`src/include/dce_defines.vh`:
```
// Constants for the DMA channel enable, flow decode, identification and test block
// Behaviour
// - Enable bit zero starts channel, reads state
// - Clear waits transfer end, then flushes FIFO
// - Last item or error clears enable
// - Enable states mirrored in summary register
// - Three-bit flow code gives type and controller
// - Four byte-wide peripheral ident registers, read-only
// - Part code low twelve, maker code next
// - Revision four bits, configuration in top byte
// - Four component ident registers, low byte only
// - Test control bit zero selects test mode
// - Test control cleared by reset
// - Test output drives clear lines, reads mux
// - Halt ignores source requests, FIFO drains
// - Active reads one while FIFO holds data
`ifndef DCE_DEFINES_VH
`define DCE_DEFINES_VH

// Register byte offsets
`define DCE_OFS_ENSUM      12'h01c
`define DCE_OFS_IRQ_STS    12'h020
`define DCE_OFS_IRQ_CLR    12'h024
`define DCE_OFS_IRQ_EN     12'h028
`define DCE_OFS_TEST_CTRL  12'h500
`define DCE_OFS_TEST_CLR   12'h504
`define DCE_OFS_PID0       12'hfe0
`define DCE_OFS_PID1       12'hfe4
`define DCE_OFS_PID2       12'hfe8
`define DCE_OFS_PID3       12'hfec
`define DCE_OFS_CID0       12'hff0
`define DCE_OFS_CID1       12'hff4
`define DCE_OFS_CID2       12'hff8
`define DCE_OFS_CID3       12'hffc

// Channel configuration: offset 0x110 + 0x20 * channel
`define DCE_CFG_PAGE       4'h1
`define DCE_CFG_LOW        5'h10

// Configuration fields
`define DCE_CFG_EN         0
`define DCE_CFG_SRCP_HI    4
`define DCE_CFG_SRCP_LO    1
`define DCE_CFG_DSTP_HI    9
`define DCE_CFG_DSTP_LO    6
`define DCE_CFG_FLOW_HI    13
`define DCE_CFG_FLOW_LO    11
`define DCE_CFG_IE         14
`define DCE_CFG_ITC        15
`define DCE_CFG_LOCK       16
`define DCE_CFG_ACTIVE     17
`define DCE_CFG_HALT       18
`define DCE_CFG_W          19

// Flow codes
`define DCE_FLOW_MM        3'h0
`define DCE_FLOW_MP        3'h1
`define DCE_FLOW_PM        3'h2
`define DCE_FLOW_PP        3'h3
`define DCE_FLOW_PP_DST    3'h4
`define DCE_FLOW_MP_PER    3'h5
`define DCE_FLOW_PM_PER    3'h6
`define DCE_FLOW_PP_SRC    3'h7

// Flow controller encoding
`define DCE_CTL_DMA        2'h0
`define DCE_CTL_DST        2'h1
`define DCE_CTL_SRC        2'h2

// Identification field positions
`define DCE_ID_PART_HI     11
`define DCE_ID_PART_LO     0
`define DCE_ID_MAKER_HI    19
`define DCE_ID_MAKER_LO    12
`define DCE_ID_REV_HI      23
`define DCE_ID_REV_LO      20
`define DCE_ID_CONF_HI     31
`define DCE_ID_CONF_LO     24

// Reset values
`define DCE_TEST_RST       1'h0
`define DCE_CLR_RST        16'h0000
`define DCE_REV_RST        4'h0

// Test control bit
`define DCE_TEST_EN        0

`endif

```
`src/rtl/dce_channel_ctrl.v`:
```
// Channel enable, flow decode, identification and test registers on AHB-Lite
//
// Chosen here: the AHB-Lite slave port.
`timescale 1ns/10ps
`include "dce_defines.vh"

module dce_channel_ctrl #(
	parameter        NCH       = 8,
	parameter        NCLR      = 16,
	parameter [11:0] PART_CODE = 12'h123, // Arbitrary value
	parameter [7:0]  MAKER     = 8'h5a,   // Arbitrary value
	parameter [7:0]  CONF_OPT  = 8'h00,
	parameter [31:0] COMP_ID   = 32'h9c3e7d42 // Arbitrary value
)(
	// Clock and reset
	input  wire             hclk,
	input  wire             hresetn,
	// AHB-Lite slave
	input  wire             hsel,
	input  wire [11:0]      haddr,
	input  wire [1:0]       htrans,
	input  wire             hwrite,
	input  wire [2:0]       hsize,
	input  wire [31:0]      hwdata,
	input  wire             hready,
	output reg              hreadyout,
	output reg              hresp,
	output reg  [31:0]      hrdata,
	// Channel status from the controller
	input  wire [NCH-1:0]   chan_xfer_busy,
	input  wire [NCH-1:0]   chan_fifo_has_data,
	input  wire [NCH-1:0]   chan_last_item_done,
	input  wire [NCH-1:0]   chan_error,
	input  wire [NCH-1:0]   chan_src_req,
	input  wire [NCLR-1:0]  clear_lines_func,
	// Channel control to the controller
	output reg  [NCH-1:0]   chan_enable,
	output reg  [NCH-1:0]   chan_halt,
	output reg  [NCH-1:0]   chan_flush,
	output reg  [NCH-1:0]   chan_src_req_gated,
	output reg  [NCH-1:0]   chan_src_periph,
	output reg  [NCH-1:0]   chan_dst_periph,
	output reg  [2*NCH-1:0] chan_flow_ctl,
	output reg  [NCLR-1:0]  request_clear_outputs,
	// Interrupt
	output reg              irq
);

	reg  [`DCE_CFG_W-1:0] cfg_reg [0:NCH-1];
	reg  [NCH-1:0]        pend_reg;
	reg  [2*NCH-1:0]      sts_reg;
	reg  [2*NCH-1:0]      irq_en_reg;
	reg                   test_mode_control_reg;
	reg  [NCLR-1:0]       test_output_clear_lines_reg;
	reg                   ph_reg;
	reg                   ph_write_reg;
	reg  [11:0]           ph_addr_reg;
	reg  [31:0]           rdata_next;
	reg  [2*NCH-1:0]      sts_set;
	reg  [2*NCH-1:0]      sts_clr;
	wire                  addr_phase;
	wire                  wr_phase;
	wire [2:0]            cidx;
	wire                  cfg_hit;
	wire [31:0]           periph_id;
	integer               i;
	integer               j;

	assign addr_phase = hsel & htrans[1] & hready;
	assign wr_phase   = ph_reg & ph_write_reg;
	assign cidx       = ph_addr_reg[7:5];
	assign cfg_hit    = (ph_addr_reg[11:8] == `DCE_CFG_PAGE) &&
	                    (ph_addr_reg[4:0] == `DCE_CFG_LOW) && (cidx < NCH);

	// Combined peripheral identification word
	assign periph_id[`DCE_ID_PART_HI:`DCE_ID_PART_LO]   = PART_CODE;
	assign periph_id[`DCE_ID_MAKER_HI:`DCE_ID_MAKER_LO] = MAKER;
	assign periph_id[`DCE_ID_REV_HI:`DCE_ID_REV_LO]     = `DCE_REV_RST;
	assign periph_id[`DCE_ID_CONF_HI:`DCE_ID_CONF_LO]   = CONF_OPT;

	// Bus handshake: one wait state per transfer
	always @(posedge hclk or negedge hresetn)
	begin
		if (!hresetn)
		begin
			ph_reg       <= 1'b0;
			ph_write_reg <= 1'b0;
			ph_addr_reg  <= 12'h000;
			hreadyout    <= 1'b1;
			hresp        <= 1'b0;
			hrdata       <= 32'h00000000;
		end
		else
		begin
			hresp <= 1'b0;
			if (ph_reg)
			begin
				ph_reg    <= 1'b0;
				hreadyout <= 1'b1;
				hrdata    <= rdata_next;
			end
			else if (addr_phase)
			begin
				ph_reg       <= 1'b1;
				ph_write_reg <= hwrite;
				ph_addr_reg  <= {haddr[11:2], 2'b00};
				hreadyout    <= 1'b0;
			end
		end
	end

	// Read multiplexer
	always @*
	begin
		rdata_next = 32'h00000000;
		if (ph_write_reg)
			rdata_next = 32'h00000000;
		else if (cfg_hit)
		begin
			rdata_next[`DCE_CFG_W-1:0]   = cfg_reg[cidx];
			rdata_next[`DCE_CFG_EN]      = chan_enable[cidx];
			rdata_next[`DCE_CFG_HALT]    = chan_halt[cidx];
			rdata_next[`DCE_CFG_ACTIVE]  = chan_fifo_has_data[cidx];
		end
		else if (ph_addr_reg == `DCE_OFS_ENSUM)
			rdata_next[NCH-1:0] = chan_enable;
		else if (ph_addr_reg == `DCE_OFS_IRQ_STS)
			rdata_next[2*NCH-1:0] = sts_reg;
		else if (ph_addr_reg == `DCE_OFS_IRQ_EN)
			rdata_next[2*NCH-1:0] = irq_en_reg;
		else if (ph_addr_reg == `DCE_OFS_TEST_CTRL)
			rdata_next[`DCE_TEST_EN] = test_mode_control_reg;
		else if (ph_addr_reg == `DCE_OFS_TEST_CLR)
			rdata_next[NCLR-1:0] = request_clear_outputs;
		else if (ph_addr_reg == `DCE_OFS_PID0)
			rdata_next[7:0] = periph_id[7:0];
		else if (ph_addr_reg == `DCE_OFS_PID1)
			rdata_next[7:0] = periph_id[15:8];
		else if (ph_addr_reg == `DCE_OFS_PID2)
			rdata_next[7:0] = periph_id[23:16];
		else if (ph_addr_reg == `DCE_OFS_PID3)
			rdata_next[7:0] = periph_id[31:24];
		else if (ph_addr_reg == `DCE_OFS_CID0)
			rdata_next[7:0] = COMP_ID[7:0];
		else if (ph_addr_reg == `DCE_OFS_CID1)
			rdata_next[7:0] = COMP_ID[15:8];
		else if (ph_addr_reg == `DCE_OFS_CID2)
			rdata_next[7:0] = COMP_ID[23:16];
		else if (ph_addr_reg == `DCE_OFS_CID3)
			rdata_next[7:0] = COMP_ID[31:24];
	end

	// Channel enable, halt and configuration storage
	always @(posedge hclk or negedge hresetn)
	begin
		if (!hresetn)
		begin
			for (j = 0; j < NCH; j = j + 1)
				cfg_reg[j] <= {`DCE_CFG_W{1'b0}};
			chan_enable <= {NCH{1'b0}};
			chan_halt   <= {NCH{1'b0}};
			pend_reg    <= {NCH{1'b0}};
			chan_flush  <= {NCH{1'b0}};
		end
		else
		begin
			chan_flush <= {NCH{1'b0}};
			if (wr_phase && cfg_hit)
			begin
				cfg_reg[cidx]   <= hwdata[`DCE_CFG_W-1:0];
				chan_halt[cidx] <= hwdata[`DCE_CFG_HALT];
				if (hwdata[`DCE_CFG_EN])
				begin
					chan_enable[cidx] <= 1'b1;
					pend_reg[cidx]    <= 1'b0;
				end
				else if (chan_enable[cidx])
					pend_reg[cidx] <= 1'b1;
			end
			for (j = 0; j < NCH; j = j + 1)
			begin
				if (pend_reg[j] && !chan_xfer_busy[j])
				begin
					chan_enable[j] <= 1'b0;
					pend_reg[j]    <= 1'b0;
					chan_flush[j]  <= 1'b1;
				end
				if (chan_enable[j] && (chan_last_item_done[j] || chan_error[j]))
				begin
					chan_enable[j] <= 1'b0;
					pend_reg[j]    <= 1'b0;
				end
			end
		end
	end

	// Flow decode and request gating
	always @(posedge hclk or negedge hresetn)
	begin
		if (!hresetn)
		begin
			chan_src_periph    <= {NCH{1'b0}};
			chan_dst_periph    <= {NCH{1'b0}};
			chan_flow_ctl      <= {2*NCH{1'b0}};
			chan_src_req_gated <= {NCH{1'b0}};
		end
		else
		begin
			for (i = 0; i < NCH; i = i + 1)
			begin
				chan_src_req_gated[i] <= chan_src_req[i] & chan_enable[i] &
				                         ~chan_halt[i];
				case (cfg_reg[i][`DCE_CFG_FLOW_HI:`DCE_CFG_FLOW_LO])
				`DCE_FLOW_MM:
				begin
					chan_src_periph[i] <= 1'b0;
					chan_dst_periph[i] <= 1'b0;
					chan_flow_ctl[2*i +: 2] <= `DCE_CTL_DMA;
				end
				`DCE_FLOW_MP:
				begin
					chan_src_periph[i] <= 1'b0;
					chan_dst_periph[i] <= 1'b1;
					chan_flow_ctl[2*i +: 2] <= `DCE_CTL_DMA;
				end
				`DCE_FLOW_PM:
				begin
					chan_src_periph[i] <= 1'b1;
					chan_dst_periph[i] <= 1'b0;
					chan_flow_ctl[2*i +: 2] <= `DCE_CTL_DMA;
				end
				`DCE_FLOW_PP:
				begin
					chan_src_periph[i] <= 1'b1;
					chan_dst_periph[i] <= 1'b1;
					chan_flow_ctl[2*i +: 2] <= `DCE_CTL_DMA;
				end
				`DCE_FLOW_PP_DST:
				begin
					chan_src_periph[i] <= 1'b1;
					chan_dst_periph[i] <= 1'b1;
					chan_flow_ctl[2*i +: 2] <= `DCE_CTL_DST;
				end
				`DCE_FLOW_MP_PER:
				begin
					chan_src_periph[i] <= 1'b0;
					chan_dst_periph[i] <= 1'b1;
					chan_flow_ctl[2*i +: 2] <= `DCE_CTL_DST;
				end
				`DCE_FLOW_PM_PER:
				begin
					chan_src_periph[i] <= 1'b1;
					chan_dst_periph[i] <= 1'b0;
					chan_flow_ctl[2*i +: 2] <= `DCE_CTL_SRC;
				end
				default:
				begin
					chan_src_periph[i] <= 1'b1;
					chan_dst_periph[i] <= 1'b1;
					chan_flow_ctl[2*i +: 2] <= `DCE_CTL_SRC;
				end
				endcase
			end
		end
	end

	// Interrupt events: completion in low half, error in high half
	always @*
	begin
		sts_set = {chan_error & chan_enable, chan_last_item_done & chan_enable};
		sts_clr = {2*NCH{1'b0}};
		if (wr_phase && (ph_addr_reg == `DCE_OFS_IRQ_CLR))
			sts_clr = hwdata[2*NCH-1:0];
	end

	always @(posedge hclk or negedge hresetn)
	begin
		if (!hresetn)
		begin
			sts_reg    <= {2*NCH{1'b0}};
			irq_en_reg <= {2*NCH{1'b0}};
			irq        <= 1'b0;
		end
		else
		begin
			sts_reg <= (sts_reg & ~sts_clr) | sts_set;
			if (wr_phase && (ph_addr_reg == `DCE_OFS_IRQ_EN))
				irq_en_reg <= hwdata[2*NCH-1:0];
			irq <= |(((sts_reg & ~sts_clr) | sts_set) & irq_en_reg);
		end
	end

	// Test mode registers and clear line multiplexer
	always @(posedge hclk or negedge hresetn)
	begin
		if (!hresetn)
		begin
			test_mode_control_reg       <= `DCE_TEST_RST;
			test_output_clear_lines_reg <= `DCE_CLR_RST;
			request_clear_outputs       <= `DCE_CLR_RST;
		end
		else
		begin
			if (wr_phase && (ph_addr_reg == `DCE_OFS_TEST_CTRL))
				test_mode_control_reg <= hwdata[`DCE_TEST_EN];
			if (wr_phase && (ph_addr_reg == `DCE_OFS_TEST_CLR))
				test_output_clear_lines_reg <= hwdata[NCLR-1:0];
			if (test_mode_control_reg)
				request_clear_outputs <= test_output_clear_lines_reg;
			else
				request_clear_outputs <= clear_lines_func;
		end
	end

endmodule // dce_channel_ctrl

```
`config.mk`:
```
export PLATFORM = sky130hd
export DESIGN_NAME = dce_channel_ctrl
export DESIGN_NICKNAME = d
export VERILOG_FILES = /design/src/rtl/dce_channel_ctrl.v
export VERILOG_INCLUDE_DIRS = /design/src /design/src/include
export SDC_FILE = /design/constraint.sdc
export NUM_CORES = 1
export LEC_CHECK = 0
export BUFFER_PORTS_ARGS = -buffer_cell sky130_fd_sc_hd__buf_2
export CORE_MARGIN = 2
export CORE_UTILIZATION = 52
export DETAILED_ROUTE_END_ITERATION = 12
export PLACE_DENSITY_LB_ADDON = 0.1
export SYNTH_ARGS = -nofsm -noshare
export SYNTH_HDL_FRONTEND = slang
export SYNTH_SLANG_ARGS = --single-unit
```
`constraint.sdc`:
```
create_clock -name hclk -period 3.2 [get_ports hclk]
set_clock_uncertainty 0.15 [all_clocks]
set_input_delay 0.64 -clock hclk [delete_from_list [all_inputs] [get_ports hclk]]
set_output_delay 0.64 -clock hclk [all_outputs]
set_load 0.005 [all_outputs]
```
==> results_dict.tcl, run 1 <==
set metrics [dict create \
    synth_top_area_share 0.544 \
    timing.fmax_ghz 0.376 \
    cts_hold_buf 1 \
    design.core.area_um2 25900 \
    timing.setup.tns_ns 0 \
    netlist_area_um2 13700 \
    min_path_type "in -> reg" \
    drt_iter0_drc 903 \
    die_width_um 166 \
    synth_area_leaders "dfrtp_1, mux2_2, nand2_1, o21ai_0, mux2i_1" \
    tightestPinTransition_ns 0.852 \
    yosysMostFrequentCell "dfrtp_1" \
    synth-simple-area-share 0.101 \
    drt-total-wl_mm 39.6 \
    status "completed" \
    post_cts_buffers 0 \
    first_pass_iters 5 \
    via_count 10000 \
    fillers 2109 \
    multi_input_area_um2 5660 \
    numCtsBuffers 31 \
    avgSynthCellArea_um2 12.1 \
    synth_compound_area_frac 0.119 \
    cts.path.max_buffers 3 \
    syn_inst 1129 \
    gp_congestion 0.935 \
    cp_max_fo 14 \
    globalRouteTotalUtil 0.289 \
    grt_pass1_vias 9975 \
    place_area_um2 15100 \
    seq_area_um2 7460 \
    ir_worst_vdd_mv 0.403 \
    synth_edf_count 0 \
    power_density_nw_per_um2 537 \
    synthFlopType "dfrtp_1" \
    final-setup-viol-count 0 \
    synthMuxAreaShare 0.188 \
    worstSetupEndpointType "flip-flop" \
    portBuffers 190 \
    cts_tree "done" \
    synth_largest_area_cell "dfrtp_1" \
    dp_hpwl_mm 28.0 \
    synth_async_sr_flop_share 1.00 \
    p_leak_nw 7.91 \
    syn_to_final_growth_pct 18.2 \
    largest_register_ffs 128 \
    clk_pin_slew_ns 0.06 \
    synth_fa_ha_area_frac 0 \
    rsz0062_at_grt "false" \
    antennaDiodeCount 0 \
    path_class "reg -> reg" \
    h-tree-depth 1 \
    ant_nets 0 \
    startpoint_type "flip-flop" \
    crit_arrival_ns 2.89 \
    insertion_delay_ns 0.56 \
    avgViaCountPerCell 5.94 \
    nets 1440 \
    crit_required_ns 3.43 \
    synth_top_family_by_area "multiplexers" \
    design_area_um2 16100 \
    ys_types 67 \
    drive_gt1_frac 0.382 \
    cts.sinks 298 \
    grt_max_degree 87 \
    synthXorXnorAreaFrac 0.00128 \
    yosysSeqAreaShare 0.546 \
    fp.dieH_um 166 \
    grt_pass1_wl_mm 61.2 \
    ios 225 \
    antenna_found_initial 0 \
    maxSlewViolCount 0 \
    rows 59 \
    post_drt_wl_per_cell_um 23.5 \
    min_period_over_period 0.831 \
    max_cap_violations 0 \
    cts-root-buf "clkbuf_16" \
    start_util 0.527 \
    ys_seq_elements 298 \
    grt_overflow 0 \
    die_area_um2 27600 \
    maxSlewHeadroom 0.432 \
    period_minus_slack_ns 2.66 \
    finish.utilization 0.623 \
    hold_violations 0 \
    yosys_warnings 0 \
    synth_commonest_cells "dfrtp_1, mux2_2, nand2_1, o21ai_0, a21oi_1" \
    drc_errors 0 \
    cts_resized 0 \
]
==> kinds of logic (layout without fill, tap and decap cells) <==
family,after synthesis,count (layout)
mux,219,219
simple gates,247,247
buf+inv,126,336
compound gates,236,236
other cells,1,14
flops,298,298
xor+xnor,2,2
==> final cells by class <==
cell class | instances | share of cell area
tap | 335 | 0.0260
clock buffer | 43 | 0.0527
multi-input combinational | 718 | 0.351
timing repair buffer | 250 | 0.0923
sequential | 298 | 0.463
inverter | 31 | 0.00721
clock inverter | 12 | 0.00876
==> metrics by stage <==
step / power, mW / setup slack [ns] / hold WS [ns] / instances
6_report: 8.67 / 0.541 / 0.0819 / 1687
5_1_grt: 9.02 / 0.397 / 0.0830 / 1687
4_1_cts: 8.72 / 0.617 / 0.0696 / 1687
3_5_place_dp: 5.17 / 0.646 / 0.302 / 1631
2_1_floorplan: 4.67 / 0.883 / 0.194 / 1142
3_3_place_gp: 5.16 / 0.676 / 0.299 / 1631
==> cell usage in the layout, fill, tap and decap left out, types with 29 or more instances in the layout <==
cell       netlist  layout
a21oi_1         45      45
mux2_2         168     168
o21ai_0         53      53
buf_2           29     189
nor2_1          33      33
dfrtp_1        297     294
inv_1           29      29
clkbuf_16        0      31
buf_4           19      53
nand2_1         90      90
==> metal layers <==
metal	global-route usage	vias to the layer above	wire [um]
met1	0.444	5075	18200
li1	-	4435	-
met5	0	-	0
met2	0.441	457	17700
met4	0.0624	0	727
met3	0.0410	54	3000
==> final timing paths <==
| path | endpoint | startpoint | slack [ns] | depth (start not counted) |
|---|---|---|---|---|
| max | irq$_DFF_PN0_ | ph_addr_reg[4]$_DFFE_PN0P_ | 0.54 | 5 |
| max reg2reg | irq$_DFF_PN0_ | ph_addr_reg[4]$_DFFE_PN0P_ | 0.54 | 5 |
| min | chan_flush[7]$_DFF_PN0_ | chan_xfer_busy[7] | 0.08 | 2 |
| min in group asynchronous | chan_flush[7]$_DFF_PN0_ | hresetn | 0.53 | 2 |
| min reg2reg | chan_dst_periph[1]$_DFF_PN0_ | cfg_reg[125]$_DFFE_PN0P_ | 0.31 | 1 |
| max in group asynchronous | cfg_reg[8]$_DFFE_PN0P_ | hresetn | 1.53 | 3 |
==> worst max-delay path, cell delays in order, from the launching register on <==
cell and delay [ns]:
dfrtp_1 0.57, nor4_2 0.40, and3_1 0.45, a21boi_0 0.18
a2111oi_0 0.49, nand4_1 0.22
==> report_power, final <==
| group | leakage, nW | switching, mW | internal (mW) |
|---|---|---|---|
| combinational | 3.54 | 0.687 | 0.418 |
| clock | 0.489 | 1.46 | 2.09 |
| sequential | 3.88 | 0.138 | 3.88 |
(Power assumes the default switching activity.)
==> inputs of run 2 (changes only) <==
CORE_UTILIZATION = 51   (was 52)
clock period = 2.28 ns   (was 3.2 ns; I/O delays follow)
==> results_dict.tcl, run 2 (synthesis gave the netlist of run 1 again) <==
set metrics [dict create \
    status "complete, but fails checks" \
    failed_checks "negative setup slack" \
    nets 1540 \
    ir_worst_vdd_mv 0.527 \
    avgViaCountPerCell 5.82 \
    multi_input_area_um2 5830 \
    die_width_um 168 \
    swShare 0.267 \
    final_common_cell "dfrtp_1" \
    numCtsBuffers 34 \
    reg2reg_slack_ns -0.004 \
    largest_register_ffs 128 \
    worstReg2RegStart "ph_addr_reg[10]$_DFFE_PN0P_" \
    min_period_over_period 1.00 \
    first_pass_iters 5 \
    antenna_found_initial 3 \
    min_path_type "in -> reg" \
    switchingPower_mw 3.53 \
    ios 225 \
    worstSetupEndpointType "flip-flop" \
    min_from "clear_lines_func[15]" \
    layoutNonFillerInstCount 1791 \
    post_drt_wl_per_cell_um 23.9 \
    grt_max_degree 64 \
    seq_area_um2 7470 \
    max_cap_violations 0 \
    gp_congestion 0.947 \
    drt-total-wl_mm 42.8 \
    rsz0062_at_grt "true" \
    cts.sinks 298 \
    insertion_delay_ns 0.52 \
    final.setup.worst_slack_ns -0.00428 \
    rows 59 \
    p_comb_frac 0.149 \
    cts.path.max_buffers 3 \
    p_leak_nw 8.60 \
    startpoint_type "flip-flop" \
    grt_pass1_wl_mm 64.3 \
    fp.dieH_um 168 \
    fillers 2033 \
    power_density_nw_per_um2 757 \
    crit_required_ns 2.52 \
    design_area_um2 17500 \
    drc_errors 0 \
    tightestPinTransition_ns 0.532 \
    final_cell_mix "dfrtp_1, buf_2, mux2_2" \
    hold_slack_ns 0.0136 \
    globalRouteTotalUtil 0.304 \
    drive_gt1_frac 0.436 \
    grt_most_used_layer "met2" \
    seqPwrFrac 0.424 \
    met2_usage 0.475 \
    final-setup-viol-count 4 \
    intPower_mw 9.72 \
    pre_cts_slack_ns -0.0826 \
    period_minus_slack_ns 2.28 \
    dp_hpwl_mm 29.8 \
    r2r.worst_path.cells 7 \
    path_class "reg -> reg" \
    grt_overflow 0 \
    cts-root-buf "clkbuf_16" \
    hold_violations 0 \
    use_met3 0.0513 \
    portBuffers 190 \
    cp_max_fo 7 \
    whs_path_depth 2 \
    globalRouteMet1Util 0.444 \
    dp.cells 1689 \
    timing.fmax_ghz 0.438 \
    place_area_um2 15700 \
    drt_iter0_drc 906 \
    via_count 10400 \
    maxSlewViolCount 0 \
    ant_nets 0 \
    h-tree-depth 2 \
    finalPower_mw 13.3 \
    crit_arrival_ns 2.53 \
    p_clk_frac 0.427 \
    maxSlewHeadroom 0.644 \
    grt_pass1_vias 10500 \
    min_to "request_clear_outputs[15]$_DFF_PN0_" \
    start_util 0.521 \
    die_area_um2 28100 \
    clk_pin_slew_ns 0.06 \
    syn_to_final_growth_pct 28.3 \
    cts_tree "done" \
    rr_endpoint "cfg_reg[42]$_DFFE_PN0P_" \
    design.core.area_um2 26200 \
]
[run 2: cell count changes in the layout (fill, tap and decap cells not counted), moves of 4 or more]
cell / delta
a21oi_1: -5
a21oi_2: +5
buf_12: +9
buf_4: +46
buf_6: +15
clkbuf_16: +6
dlygate4sd3_1: +20
mux2_2: -4
mux2_4: +4
nand2_1: -4
nand2_2: +4
[run 2: worst max-delay path: stages, from the launching register on]
cell and delay [ns]:
dfrtp_2 0.45, nor4_4 0.35, nand3_4 0.15, buf_12 0.17
nor4_4 0.22, buf_4 0.18, buf_8 0.13, mux2_2 0.33
[run 2: repair_timing]
| item | CTS | global route |
|---|---|---|
| endpoints found under the setup margin | 45 | 108 |
| buffers inserted | 0 | 13 |
| hold endpoints to repair | 62 | 0 |
| pin swaps | 0 | 12 |
| hold buffers | 21 | 0 |
| resized for setup | 10 | 61 |
| gates cloned | 0 | 7 |
[run 2: through the flow]
step / utilization / TNS [ns]
global placement: 0.599 / -0.962
finish: 0.668 / -0.00875
floorplan: - / -0.294
detailed placement: 0.599 / -1.51
global route: 0.668 / -0.711
CTS: 0.652 / -0.0665
[run 2: metal layers]
| metal | part of all wire | wire length, um |
|---|---|---|
| met1 | 0.46 | 19600 |
| met5 | 0.00030 | 13 |
| met4 | 0.023 | 994 |
| met2 | 0.45 | 19400 |
| met3 | 0.066 | 2810 |
[run 2: area by class of cell]
cell class                      count  share of cell area
Multi-Input combinational cell    718               0.333
Clock inverter                     14              0.0111
Tap cell                          335              0.0239
Antenna cell                        1            0.000143
Inverter                           31             0.00665
Clock buffer                       47              0.0548
Sequential cell                   298               0.426
Timing Repair Buffer              347               0.144
[run 2: power groups by stage]
stage	registers, mW	logic, mW	clock network (mW)
6_report	5.62	1.97	5.66
5_1_grt	5.63	2.11	5.95
4_1_cts	5.61	1.79	5.73
3_5_place_dp	5.70	1.75	0
3_3_place_gp	5.69	1.74	0
2_1_floorplan	5.63	0.918	0
[run 2: worst max-delay path by stage]
stage                                      startpoint                        to  slack, ns  cells past startpoint
after floorplan           ph_addr_reg[11]$_DFFE_PN0P_  cfg_reg[103]$_DFFE_PN0P_      -0.03                      6
after global routing      ph_addr_reg[10]$_DFFE_PN0P_   cfg_reg[42]$_DFFE_PN0P_      -0.04                      7
after detailed placement   ph_addr_reg[5]$_DFFE_PN0P_  cfg_reg[136]$_DFFE_PN0P_      -0.08                      6
after global placement     ph_addr_reg[5]$_DFFE_PN0P_  cfg_reg[138]$_DFFE_PN0P_      -0.06                      6
after CTS                 ph_addr_reg[11]$_DFFE_PN0P_   cfg_reg[85]$_DFFE_PN0P_      -0.01                      6
final                     ph_addr_reg[10]$_DFFE_PN0P_   cfg_reg[42]$_DFFE_PN0P_     -0.004                      7
==> inputs of run 3 (changes only) <==
CELL_PAD_IN_SITES_DETAIL_PLACEMENT = 1   (was unset)
CELL_PAD_IN_SITES_GLOBAL_PLACEMENT = 1   (was unset)
CORE_UTILIZATION = 41   (was 51)
CTS_BUF_LIST = sky130_fd_sc_hd__clkbuf_4 sky130_fd_sc_hd__clkbuf_8 sky130_fd_sc_hd__clkbuf_16   (was unset)
HOLD_SLACK_MARGIN = 0.02   (was unset)
==> results_dict.tcl, run 3 (synthesis gave the netlist of run 1 again) <==
set metrics [dict create \
    worstSetupEndpointType "flip-flop" \
    cts.path.max_buffers 3 \
    gp_congestion 0.878 \
    multi_input_area_um2 6030 \
    hold_slack_ns 0.0347 \
    layoutNonFillerInstCount 1935 \
    die_area_um2 34800 \
    via_count 10800 \
    rows 66 \
    design.core.area_um2 32700 \
    startpoint_type "flip-flop" \
    antennaDiodeCount 0 \
    min_path_type "in -> reg" \
    p_leak_nw 8.88 \
    seq_area_um2 7470 \
    timing.fmax_ghz 0.422 \
    cts-root-buf "clkbuf_16" \
    cp_max_fo 10 \
    grt_pass1_wl_mm 72.4 \
    drt_iter0_drc 745 \
    drt-total-wl_mm 49.1 \
    fillers 3369 \
    clk_pin_slew_ns 0.06 \
    design_area_um2 18400 \
    portBuffers 190 \
    power_density_nw_per_um2 740 \
    rsz0062_at_grt "true" \
    ir_worst_vdd_mv 0.480 \
    grt_pass1_vias 11500 \
    place_area_um2 15900 \
    crit_arrival_ns 2.63 \
    max_cap_violations 0 \
    insertion_delay_ns 0.53 \
    syn_to_final_growth_pct 34.8 \
    final_cell_mix "dfrtp_1, buf_2, mux2_2" \
    finalPower_mw 13.6 \
    final-setup-viol-count 47 \
    die_width_um 186 \
    h-tree-depth 2 \
    tightestPinTransition_ns 0.536 \
    maxSlewHeadroom 0.643 \
    globalRouteTotalUtil 0.274 \
    ant_nets 0 \
    path_class "reg -> reg" \
    final_common_cell "dfrtp_1" \
    grt_max_degree 64 \
    nets 1578 \
    dp.cells 1799 \
    fp.dieH_um 186 \
    cts.sinks 298 \
    first_pass_iters 5 \
    drc_errors 0 \
    hold_violations 0 \
    drive_gt1_frac 0.443 \
    dp_hpwl_mm 33.2 \
    cts_tree "done" \
    antenna_found_initial 0 \
    numCtsBuffers 35 \
    start_util 0.417 \
    largest_register_ffs 128 \
    ios 225 \
    failed_checks "negative setup slack" \
    min_period_over_period 1.04 \
    final.setup.worst_slack_ns -0.0909 \
    post_drt_wl_per_cell_um 25.4 \
    maxSlewViolCount 0 \
    period_minus_slack_ns 2.37 \
    avgViaCountPerCell 5.60 \
    status "complete, but fails checks" \
    grt_overflow 0 \
    crit_required_ns 2.54 \
]
==> run 3: path summary, 6_finish.rpt <==
path / end / slack [ns] / start / cells past startpoint
setup / recovery: cfg_reg[25]$_DFFE_PN0P_ / -0.09 / ph_addr_reg[10]$_DFFE_PN0P_ / 7
hold / removal: ph_addr_reg[5]$_DFFE_PN0P_ / 0.03 / haddr[5] / 3
setup reg to reg: cfg_reg[25]$_DFFE_PN0P_ / -0.09 / ph_addr_reg[10]$_DFFE_PN0P_ / 7
hold reg to reg: chan_dst_periph[2]$_DFF_PN0_ / 0.31 / cfg_reg[106]$_DFFE_PN0P_ / 1
max in group asynchronous: ph_addr_reg[5]$_DFFE_PN0P_ / 0.90 / hresetn / 3
min in group asynchronous: chan_flush[0]$_DFF_PN0_ / 0.27 / hresetn / 2
==> run 3: per-layer routing <==
metal | vias to the layer above | wire length, um | track usage | share of wire
li1 | 4733 | - | - | -
met1 | 5644 | 22500 | 0.393 | 0.46
met2 | 393 | 22300 | 0.436 | 0.46
met3 | 75 | 2980 | 0.0465 | 0.061
met4 | 0 | 1240 | 0.0681 | 0.025
met5 | - | 0 | 0 | 0
==> run 3: final cells by class <==
class                           count  share of cell area
Clock buffer                       53              0.0597
Clock inverter                      9             0.00727
Timing Repair Buffer              384               0.163
Sequential cell                   298               0.406
Inverter                           31             0.00632
Tap cell                          442              0.0301
Multi-Input combinational cell    718               0.328
==> run 3: worst max-delay path: stages, from the launching register on <==
cell and delay (ns):
dfrtp_2 0.45, nor4_4 0.37, nand3_4 0.13, buf_12 0.18, nor4_4 0.29, buf_4 0.18, buf_12 0.15, mux2_2 0.34
==> run 3: what timing repair did <==
action	CTS	global route
gates cloned	3	7
buffers inserted	14	10
hold buffers	40	0
pin swaps	7	10
setup endpoints to repair	86	171
resized for setup	51	79
endpoints found under the hold margin	71	0
==> run 3: per-stage QoR <==
stage                     setup TNS (ns)  worst slack [ns]  utilization
after floorplan                   -0.294           -0.0280            -
after global placement             -2.29            -0.188        0.486
after detailed placement           -3.93            -0.202        0.486
after CTS                          -1.23           -0.0696        0.548
after global routing               -6.89            -0.162        0.563
final                              -2.06           -0.0909        0.563
==> run 3: power breakdown <==
| part | switching (mW) | leakage (nW) | internal (mW) | total [mW] |
|---|---|---|---|---|
| Sequential | 0.158 | 3.88 | 5.45 | 5.61 |
| Clock | 2.25 | 0.614 | 3.67 | 5.92 |
| Combinational | 1.19 | 4.39 | 0.908 | 2.10 |
